--- src/hw/tpc_pkg.sv ---
// Function
// - Init state: matching select-and-silence enters quiet.
// - Answer select-and-silence with SOF and ack 01.
// - Page reads and writes only when selected.
// - Page read returns SOF, 32 bits, CRC.
// - Block read sends addressed page to block end.
// - Multi-byte fields travel low byte first.
// - Good page write command gets ack 01.
// - Program page, then SOF and ack 01.
// - Good block write command gets ack 01.
// - Each block page programmed then acknowledged.
// - Selected silence command: ack, then quiet.
// - Quiet ignores everything until field loss.
// - Only one selected; selected data unencrypted.
package tpc_pkg;

  // ****************************************************************
  // Timing
  // ****************************************************************
  localparam int          CLK_PERIOD_NS = 8;
  localparam int          T_WRESP_NS    = 1000;
  localparam int          T_PROG_NS     = 20000;
  localparam logic [11:0] WRESP_CNT     = 12'((T_WRESP_NS + CLK_PERIOD_NS - 1) / CLK_PERIOD_NS);
  localparam logic [11:0] PROG_CNT      = 12'((T_PROG_NS + CLK_PERIOD_NS - 1) / CLK_PERIOD_NS);

  // ****************************************************************
  // Frame layout and codes
  // ****************************************************************
  localparam logic [4:0] SELQ_CODE       = 5'h00;
  localparam logic [3:0] CMD_READ_PAGE   = 4'hc;
  localparam logic [3:0] CMD_READ_BLOCK  = 4'hd;
  localparam logic [3:0] CMD_WRITE_PAGE  = 4'h8;
  localparam logic [3:0] CMD_WRITE_BLOCK = 4'h9;
  localparam logic [3:0] CMD_QUIET       = 4'h7;
  localparam logic [1:0] ACK_CODE        = 2'h1;
  localparam logic [5:0] LEN_SELQ        = 6'h2d;
  localparam logic [5:0] LEN_CMD         = 6'h14;
  localparam logic [5:0] LEN_WDATA       = 6'h28;
  localparam logic [5:0] LEN_MAX         = 6'h3f;
  localparam logic [5:0] BITS_PAGE       = 6'h20;
  localparam logic [5:0] BITS_ACK        = 6'h02;
  localparam logic [5:0] BITS_CRC        = 6'h08;
  localparam int         SELQ_LSB        = 40;
  localparam int         WORD_LSB        = 8;
  localparam int         CMD_LSB         = 16;
  localparam int         PAGE_ADDRESS_LSB = 8;
  localparam logic [7:0] CRC_INIT        = 8'hff;
  localparam logic [7:0] CRC_POLY        = 8'h1d;

  // ****************************************************************
  // Types and helpers
  // ****************************************************************
  typedef enum logic [3:0] {
    MD_READY = 4'h1,
    MD_INIT  = 4'h2,
    MD_SEL   = 4'h4,
    MD_QUIET = 4'h8
  } tpc_mode_t;

  typedef enum logic [3:0] {
    PH_RX   = 4'h1,
    PH_WAIT = 4'h2,
    PH_PROG = 4'h4,
    PH_TX   = 4'h8
  } tpc_phase_t;

  function automatic logic [7:0] crc_step(input logic [7:0] crc, input logic b);
    logic fb;
    fb = crc[7] ^ b;
    return {crc[6:0], 1'b0} ^ (fb ? CRC_POLY : 8'h00);
  endfunction

  // Air order is low byte first, each byte MSB first.
  function automatic logic [31:0] bswap(input logic [31:0] w);
    return {w[7:0], w[15:8], w[23:16], w[31:24]};
  endfunction

endpackage

--- src/hw/tpc_page_cmd.sv ---
`timescale 1ns/100ps
`default_nettype none
module tpc_page_cmd
  import tpc_pkg::*;
(
  input  wire logic        clk,
  input  wire logic        rst,
  input  wire logic        rx_valid,
  input  wire logic        rx_bit,
  input  wire logic        rx_eof,
  input  wire logic [31:0] uid,
  input  wire logic        init_enter,
  input  wire logic        select_done,
  input  wire logic        tx_ready,
  output logic             tx_valid,
  output logic             tx_bit,
  output logic             tx_sof,
  output logic             tx_last,
  output logic             selected,
  output logic             quiet,
  output logic             prog_busy
);

  // ****************************************************************
  // State
  // ****************************************************************
  tpc_mode_t   mode_q;
  tpc_phase_t  phase_q;
  logic [44:0] rx_sh_q;
  logic [5:0]  rx_len_q;
  logic [7:0]  rx_crc_q;
  logic [11:0] timer_q;
  logic [5:0]  addr_q;
  logic [1:0]  pages_q;
  logic        wexp_q;
  logic        post_quiet_q;
  logic        resp_data_q;
  logic [31:0] wdata_q;
  logic [31:0] tx_sh_q;
  logic [5:0]  bits_q;
  logic        in_crc_q;
  logic        first_q;
  logic [7:0]  tx_crc_q;
  logic [31:0] mem_q [64];

  // ****************************************************************
  // Frame decode
  // ****************************************************************
  wire         rx_on      = phase_q == PH_RX;
  wire  [3:0]  cmd_w      = rx_sh_q[CMD_LSB +: 4];
  wire  [7:0]  page_address_w = rx_sh_q[PAGE_ADDRESS_LSB +: 8];
  wire  [4:0]  code_w     = rx_sh_q[SELQ_LSB +: 5];
  wire  [31:0] word_w     = bswap(rx_sh_q[WORD_LSB +: 32]);
  // A frame whose CRC residue is not zero is dropped without a word.
  wire         frame_good = rx_eof && rx_on && rx_crc_q == 8'h00;
  wire         hit_selq   = frame_good && mode_q == MD_INIT && rx_len_q == LEN_SELQ
                            && code_w == SELQ_CODE && word_w == uid;
  wire         sel_cmd    = frame_good && mode_q == MD_SEL && !wexp_q
                            && rx_len_q == LEN_CMD;
  wire         hit_rdp    = sel_cmd && cmd_w == CMD_READ_PAGE;
  wire         hit_rdb    = sel_cmd && cmd_w == CMD_READ_BLOCK;
  wire         hit_wrp    = sel_cmd && cmd_w == CMD_WRITE_PAGE;
  wire         hit_wrb    = sel_cmd && cmd_w == CMD_WRITE_BLOCK;
  wire         hit_qt     = sel_cmd && cmd_w == CMD_QUIET;
  wire         hit_wdat   = frame_good && mode_q == MD_SEL && wexp_q
                            && rx_len_q == LEN_WDATA;
  // Pages left in the block after the addressed one.
  wire  [1:0]  rest_w     = ~page_address_w[1:0];
  // Only the low six address bits reach the array.
  wire  [5:0]  page_w     = page_address_w[5:0];

  // ****************************************************************
  // Transmit decode
  // ****************************************************************
  wire         tx_fire    = phase_q == PH_TX && tx_ready;
  wire         seg_end    = bits_q == 6'h01;
  wire         more_page  = resp_data_q && pages_q != 2'h0;
  wire         crc_next   = resp_data_q && !in_crc_q;
  wire         tx_done    = tx_fire && seg_end && !more_page && !crc_next;
  wire  [7:0]  tx_crc_nx  = crc_step(tx_crc_q, tx_sh_q[31]);
  wire  [5:0]  addr_nx    = 6'(addr_q + 6'h01);
  wire         wait_end   = phase_q == PH_WAIT && timer_q == 12'h000;
  wire         prog_end   = phase_q == PH_PROG && timer_q == 12'h000;
  wire         mem_we     = prog_end;
  wire  [31:0] tx_load    = resp_data_q ? bswap(mem_q[addr_q]) : {ACK_CODE, 30'h0};

  assign tx_valid  = phase_q == PH_TX;
  assign tx_bit    = tx_sh_q[31];
  assign tx_sof    = first_q && phase_q == PH_TX;
  assign tx_last   = phase_q == PH_TX && seg_end && !more_page && !crc_next;
  assign selected  = mode_q == MD_SEL;
  assign quiet     = mode_q == MD_QUIET;
  assign prog_busy = phase_q == PH_PROG;

  // ****************************************************************
  // Receive shifter
  // ****************************************************************
  // Bits that arrive while the tag is answering are dropped.
  always_ff @(posedge clk) begin
    if (rst || rx_eof) begin
      rx_len_q <= 6'h00;
      rx_crc_q <= CRC_INIT;
    end else if (rx_valid && rx_on) begin
      rx_len_q <= (rx_len_q == LEN_MAX) ? LEN_MAX : 6'(rx_len_q + 6'h01);
      rx_crc_q <= crc_step(rx_crc_q, rx_bit);
    end
  end

  always_ff @(posedge clk) begin
    if (rst) begin
      rx_sh_q <= 45'h0;
    end else if (rx_valid && rx_on) begin
      rx_sh_q <= {rx_sh_q[43:0], rx_bit};
    end
  end

  // ****************************************************************
  // Mode
  // ****************************************************************
  // Loss of field is rst, the only way out of quiet.
  always_ff @(posedge clk) begin
    if (rst) begin
      mode_q <= MD_READY;
    end else begin
      unique case (mode_q)
        MD_READY: if (init_enter) mode_q <= MD_INIT;
        MD_INIT: begin
          if (tx_done && post_quiet_q) begin
            mode_q <= MD_QUIET;
          end else if (select_done) begin
            mode_q <= MD_SEL;
          end
        end
        MD_SEL: if (tx_done && post_quiet_q) mode_q <= MD_QUIET;
        MD_QUIET: mode_q <= MD_QUIET;
      endcase
    end
  end

  // ****************************************************************
  // Memory
  // ****************************************************************
  // No reset on the array: it stands for non-volatile pages.
  always_ff @(posedge clk) begin
    if (mem_we) begin
      mem_q[addr_q] <= wdata_q;
    end
  end

  // ****************************************************************
  // Command sequencing
  // ****************************************************************
  always_ff @(posedge clk) begin
    if (rst) begin
      phase_q      <= PH_RX;
      timer_q      <= 12'h000;
      addr_q       <= 6'h00;
      pages_q      <= 2'h0;
      wexp_q       <= 1'b0;
      post_quiet_q <= 1'b0;
      resp_data_q  <= 1'b0;
      wdata_q      <= 32'h0;
      tx_sh_q      <= 32'h0;
      bits_q       <= 6'h00;
      in_crc_q     <= 1'b0;
      first_q      <= 1'b0;
      tx_crc_q     <= CRC_INIT;
    end else begin
      unique case (phase_q)
        PH_RX: begin
          timer_q <= WRESP_CNT;
          if (hit_selq || hit_qt) begin
            post_quiet_q <= 1'b1;
            resp_data_q  <= 1'b0;
            phase_q      <= PH_WAIT;
          end else if (hit_rdp || hit_rdb) begin
            resp_data_q <= 1'b1;
            addr_q      <= page_w;
            pages_q     <= hit_rdb ? rest_w : 2'h0;
            phase_q     <= PH_WAIT;
          end else if (hit_wrp || hit_wrb) begin
            resp_data_q <= 1'b0;
            addr_q      <= page_w;
            pages_q     <= hit_wrb ? rest_w : 2'h0;
            wexp_q      <= 1'b1;
            phase_q     <= PH_WAIT;
          end else if (hit_wdat) begin
            resp_data_q <= 1'b0;
            wdata_q     <= word_w;
            timer_q     <= PROG_CNT;
            phase_q     <= PH_PROG;
          end
        end
        PH_WAIT, PH_PROG: begin
          if (wait_end || prog_end) begin
            tx_sh_q  <= tx_load;
            bits_q   <= resp_data_q ? BITS_PAGE : BITS_ACK;
            first_q  <= 1'b1;
            in_crc_q <= 1'b0;
            tx_crc_q <= CRC_INIT;
            phase_q  <= PH_TX;
          end else begin
            timer_q <= 12'(timer_q - 12'h001);
          end
          if (prog_end) begin
            addr_q  <= addr_nx;
            pages_q <= 2'(pages_q - 2'h1);
            wexp_q  <= pages_q != 2'h0;
          end
        end
        PH_TX: begin
          if (tx_fire) begin
            first_q <= 1'b0;
            if (!in_crc_q) begin
              tx_crc_q <= tx_crc_nx;
            end
            if (!seg_end) begin
              tx_sh_q <= {tx_sh_q[30:0], 1'b0};
              bits_q  <= 6'(bits_q - 6'h01);
            end else if (more_page) begin
              tx_sh_q <= bswap(mem_q[addr_nx]);
              addr_q  <= addr_nx;
              pages_q <= 2'(pages_q - 2'h1);
              bits_q  <= BITS_PAGE;
            end else if (crc_next) begin
              tx_sh_q  <= {tx_crc_nx, 24'h0};
              in_crc_q <= 1'b1;
              bits_q   <= BITS_CRC;
            end else begin
              phase_q      <= PH_RX;
              post_quiet_q <= 1'b0;
            end
          end
        end
      endcase
    end
  end

endmodule
`default_nettype wire

--- config.mk ---
export PLATFORM = sky130hd
export DESIGN_NAME = tpc_page_cmd
export DESIGN_NICKNAME = d
export VERILOG_FILES = /design/src/hw/tpc_pkg.sv /design/src/hw/tpc_page_cmd.sv
export SDC_FILE = /design/constraint.sdc
export NUM_CORES = 2
export LEC_CHECK = 0
export BUFFER_PORTS_ARGS = -buffer_cell sky130_fd_sc_hd__buf_2
export CAP_MARGIN = 20
export CORE_MARGIN = 2
export CORE_UTILIZATION = 35
export DETAILED_ROUTE_END_ITERATION = 8
export HOLD_SLACK_MARGIN = 0.08
export PLACE_DENSITY = 0.46
export REMOVE_ABC_BUFFERS = 1
export SLEW_MARGIN = 20
export SYNTH_ARGS = -nofsm -noshare
export SYNTH_HDL_FRONTEND = slang
export SYNTH_SLANG_ARGS = --single-unit
--- constraint.sdc ---
create_clock -name clk -period 5.5 [get_ports clk]
set_input_delay 0.825 -clock clk [delete_from_list [all_inputs] [get_ports clk]]
set_output_delay 0.825 -clock clk [all_outputs]
set_load 0.005 [all_outputs]
Word level (Yosys, flattened, before mapping). Memories as Yosys holds them, arrays and structs flattened. A register that Yosys moved wholly into a read port is not among the register bits. Index checks and enable logic that the tools add are counted.

Bits in writable memories: 2048. Input port bits: 40. Bits in registers: 170. Memories kept: 1.

Equal/unequal tests: 39. Bitwise logic cells: 8. $add $sub $neg: 5. Reductions and logical operators: 60. Mux-type cells: 88.

Memories: mem_q (depth 64, width 32, read ports 2, clocked after memory_dff 1, wr ports 1, line tpc_page_cmd.sv:44) `logic [31:0] mem_q [64];`.

Operators by type and width (number): 32-bit 2-to-1 mux (6); 6-bit 2-to-1 mux (16); 32-bit case mux with 2 select lines (1); 12-bit 2-to-1 mux (5); 4-bit 2-to-1 mux (13); 32-bit == test (1); 1-bit logical AND (30); 4-bit == test (second input constant) (6); 8-bit 2-to-1 mux (3); 12-bit case mux with 2 select lines (1); 6-bit AND reduction (4); 1-bit 2-to-1 mux (22); 6-bit == test (second input constant) (3); 2-bit 2-to-1 mux (9); 2-bit != test (second input constant) (9); 6-bit case mux with 3 select lines (1); 4-bit case mux with 4 select lines (1); 8-bit case mux with 2 select lines (1); 8-bit by 5-bit XOR with 8-bit output (2); 2-bit by 1-bit != test with 1-bit output (second input constant) (7); 6-bit by 1-bit adder with 6-bit output (second input constant) (2); 4-bit by 3-bit == test with 1-bit output (second input constant) (3); 12-bit logical NOT (1); 4-bit case mux with 3 select lines (1); 29 further kinds (52).

Logic depth before layout (Yosys ltp).
Depth after elaboration: 14. Gate-level depth with buffers: 13. Gate-level depth less buffers: 9.

Worst setup path after synthesis. No wires, ideal clock.

Path kind: flip-flop to flip-flop. From: register addr_q[0]. To: memory mem_q[31][0] (enable). Cell stages (with the launch flop): 11. Arrival: 3.429 ns. Slack: 1.649 ns. Clock period less this slack: 3.851 ns. Cell sequence: dfxtp_1 > clkbuf_1 > buf_4 > buf_4 > buf_4 > buf_4 > buf_2 > buf_2 > and3_1 > nand3_1 > nor2_1.

RTL lines: from (decl) (line tpc_page_cmd.sv:33) `logic [5:0] addr_q;`; from (signal assigned) (line tpc_page_cmd.sv:178) `addr_q <= page_w;`; from (signal assigned) (line tpc_page_cmd.sv:183) `addr_q <= page_w;`; from (signal assigned) (line tpc_page_cmd.sv:206) `addr_q <= addr_nx;`; to (decl) (line tpc_page_cmd.sv:44).

Straight into the memory's write port.

Worst setup path after layout.
From: register phase_q[1]. To: register tx_sh_q[6].

Cells in the longest elaborated chain, start to end: 5. Elaborated cells between the ends (all ways): 14. Those cells by class: eq/ne (6); mux (1); reduce/logical (7).

Ends and longest elaborated chain: from (decl) (line tpc_page_cmd.sv:28) `tpc_phase_t phase_q;`; from (signal assigned) (line tpc_page_cmd.sv:155) `phase_q <= PH_RX;`; from (signal assigned) (line tpc_page_cmd.sv:175) `phase_q <= PH_WAIT;`; from (signal assigned) (line tpc_page_cmd.sv:180) `phase_q <= PH_WAIT;`; 4-bit by 2-bit == test with 1-bit output / 4-bit by 3-bit == test with 1-bit output (equally long branches) (line tpc_page_cmd.sv:82, tpc_page_cmd.sv:169, tpc_page_cmd.sv:83); 1-bit logical AND (on tied branches) (line tpc_page_cmd.sv:82, tpc_page_cmd.sv:83); 1-bit logical OR (line tpc_page_cmd.sv:195) `if (wait_end || prog_end) begin`; 2-bit != test (no source line); 4-bit AND reduction (no source line); to (signal assigned) (line tpc_page_cmd.sv:196) `tx_sh_q <= tx_load;`; to (signal assigned) (line tpc_page_cmd.sv:218) `tx_sh_q <= {tx_sh_q[30:0], 1'b0};`; to (signal assigned) (line tpc_page_cmd.sv:221) `tx_sh_q <= bswap(mem_q[addr_nx]);`; to (decl) (line tpc_page_cmd.sv:39) `logic [31:0] tx_sh_q;`.

Parallel ways exist; a longest one is shown, timed or not. A chain may end at the register's enable or synchronous reset.

==> impl_metrics.toml <==
[min_path]
min_path_cells = 3
hold_class = "in2reg"

[power_and_ir_drop]
intPower_uw = 29300
p_seq_share_pct = 47.9
power_frac_comb_pct = 8.6
leakage_uw = 0.0324
sw_frac_of_total_pct = 23.3
net-switching-power_uw = 8900
clock_power_share_pct = 43.6
power-per-cell-area_nw_per_um2 = 328
peakVddDrop_mv = 0.238

[cells_and_area]
final_nets = 5572
drive_gt1_share_pct = 35.2
regArea_sq_um = 65100
fin_area_sq_um = 117000
multi_input_area_sq_um = 35700
area_growth_pct = 14.4
nFillCells = 25974

[floorplanning]
row_count = 198
die_area_sq_um = 296000
die_x_microns = 544
io_pins = 47
die_h_microns = 544
core_area_sq_um = 290000
start_util_pct = 35.1

[cts]
cts_buffer_depth = 4
cts_sinks = 2224
holdBufCountCts = 0
htree_levels = 4
cts_resized = 0
clkTransAtPathRegs_ns = 0.06
cts_tree = "built"
clk_latency_ns = 0.91
root_buffer = "clkbuf_16"
cts_setup_buffers = 0
cts_buffers = 246

[yosys]
syn_inst = 5346
syn_area_sq_um = 102000
ys.flop_type = "edfxtp_1"
synth_cell_type_count = 81
synth_top_area_share_pct = 60.3
ys_seq_area_share_pct = 63.8
synth_common_cells = "edfxtp_1 (2048), mux4_2 (1124), nand2_1 (339)"
yosysWarnings = 0
avgSynthCellArea_sq_um = 19.1
ys_ff_latch = 2224
synth.largest_area_cell = "edfxtp_1"
async_flop_share_pct = 0
synth_most_common_cell = "edfxtp_1"
synth-edff-count = 2048
yosys-top-cells-area = "edfxtp_1 (60%), mux4_2 (25%), dfxtp_1 (3.5%), mux2i_1 (1.4%), nand2_1 (1.2%)"

[grt]
first_global_vias = 59283
overflow = 0
antenna_found_initial = 18
grt_max_degree = 93
grt_pass1_wl_microns = 501000
grt_usage_pct = 24.4

[sta]
setup_viol = 0
final-hold-violation-count = 0
fmax_ghz = 0.224
maxSlewViolCount = 0
grt_setup_unrepaired = "false"
worst_slew_pin_slew_ns = 1.19
slew_headroom_pct = 20.3
tns_ns = 0
finalCriticalPeriod_ns = 4.47
finClkSkew_ns = 0.0562
post-route-period-util_pct = 81.3

[detailed_routing]
drc_errors = 0
via_count = 59192
drt_iter0_markers = 7748
routed_via_density = 6.15
routedWlPerCell_microns = 37.8
ant_nets = 0
routed_wirelength_microns = 364000
firstDrtPassIters = 5

[worst_setup_path]
crit_chain = "or4b_1 -> inv_1 -> nand4_2 -> nor4_2 -> nand2_1 -> a21oi_1 -> nor3_1 -> a21oi_1"
cp-start-kind = "flip-flop"
required_ns = 6.31
crit_slowest_cell = "a21oi_1"
cp-end-kind = "flip-flop"
cp_data_arrival_time_ns = 5.28
worstSetupPathType = "reg2reg"
rr_worst_depth = 8
slowest_delay_ns = 0.84
crit_top_cell = "a21oi_1"
worst-path-max-fanout = 14

[flow_run]
max_cap_viol_count = 0

[place]
placed_area_sq_um = 109000
dp_hpwl_microns = 231000
place_congestion = 0.864
portBuffers = 46

[status]
outcome = "completed"
[per-stage QoR]
step	instances	power, uW	util (%)	worst slack (ns)	hold WS (ns)
floorplan	4947	21700	-	-28.80	0.425
global placement	9176	22000	37.4	1.15	0.438
detailed placement	9176	22000	37.4	1.07	0.442
CTS	9630	38600	40.2	1.10	0.134
global route	9631	39300	40.2	0.798	0.204
finish	9632	38200	40.2	1.03	0.202
[kinds of logic after synthesis]
family,after synthesis,share of synthesized area [%]
fa+ha+maj,8,0.0982
flops,2224,63.8
compound gates,563,3.56
mux,1312,26.7
buf+inv,417,1.87
simple gates,769,3.52
xor+xnor,53,0.463
[cell usage in the layout (no fill, tap or decap), drive strengths merged, types with 8 or more instances in the layout]
| cell type | n |
|---|---|
| mux4 | 1124 |
| nand2 | 340 |
| nor2 | 158 |
| nor4 | 20 |
| mux2i | 142 |
| clkinvlp | 9 |
| nor2b | 20 |
| bufinv | 27 |
| xnor2 | 24 |
| a221oi | 10 |
| clkinv | 100 |
| a211oi | 19 |
| o22ai | 51 |
| a21oi | 197 |
| ha | 8 |
| nor3b | 9 |
| a2111oi | 8 |
| edfxtp | 2048 |
| o32ai | 8 |
| clkbuf | 316 |
| dfxtp | 176 |
| buf | 329 |
| a31oi | 14 |
| nand4 | 27 |
| o2111ai | 15 |
| xor2 | 29 |
| nand2b | 12 |
| nand3 | 51 |
| o31ai | 14 |
| a22oi | 108 |
| mux2 | 46 |
| nor3 | 70 |
| inv | 20 |
| o21ai | 62 |
| o211ai | 8 |
| a22o | 14 |
[flip-flops by register name (all words and copies together) (netlist names), named ones only]
signal and flops:
mem_q 2048, rx_sh_q 45, tx_sh_q 32, wdata_q 32
timer_q 12, rx_crc_q 8, tx_crc_q 8, addr_q 6
bits_q 6, rx_len_q 6, mode_q 4, phase_q 4
pages_q 2, first_q 1, in_crc_q 1, post_quiet_q 1
resp_data_q 1, wexp_q 1
[final cells by class]
class | count | area share [%]
Tap cell | 3900 | 4.18
Inverter | 18 | 0.0579
Clock inverter | 138 | 1.21
Multi-Input combinational cell | 2705 | 30.6
Antenna cell | 2 | 0.00429
Timing Repair Buffer | 329 | 2.43
Clock buffer | 316 | 5.66
Sequential cell | 2224 | 55.8
[critical path, delay by kind of cell, from the launching register on]
kind | cells | cell delay, ns
buffers and inverters | 1 | 0.65
and+or+nand+nor | 5 | 2.37
DFF | 1 | 0.37
AOI/OAI and AO/OA | 2 | 0.98
[power groups by stage]
stage,Sequential (uW),Combinational [uW],Clock (uW)
floorplan,18900,2820,0
global placement,18700,3340,0
detailed placement,18700,3330,0
CTS,18300,3330,17000
global route,18300,3450,17600
finish,18300,3270,16700
[final timing paths]
path,from,end,slack (ns)
max reg2reg,phase_q[1]$_SDFFE_PP0P_,tx_sh_q[6]$_SDFFE_PP0P_,1.03
min,rx_bit,rx_sh_q[0]$_SDFFE_PP0P_,0.20
min reg2reg,wdata_q[29]$_SDFFE_PP0P_,wdata_q[29]$_SDFFE_PP0P_,0.45
max,phase_q[1]$_SDFFE_PP0P_,tx_sh_q[6]$_SDFFE_PP0P_,1.03
[layer usage]
metal	up-vias	global-route usage [%]	share of wire, %
li1	23206	-	-
met1	32655	35.7	43
met2	2848	37.2	45
met3	481	4.92	8.5
met4	2	6.57	2.8
met5	-	0	0.0036
(Power assumes the default switching activity.)
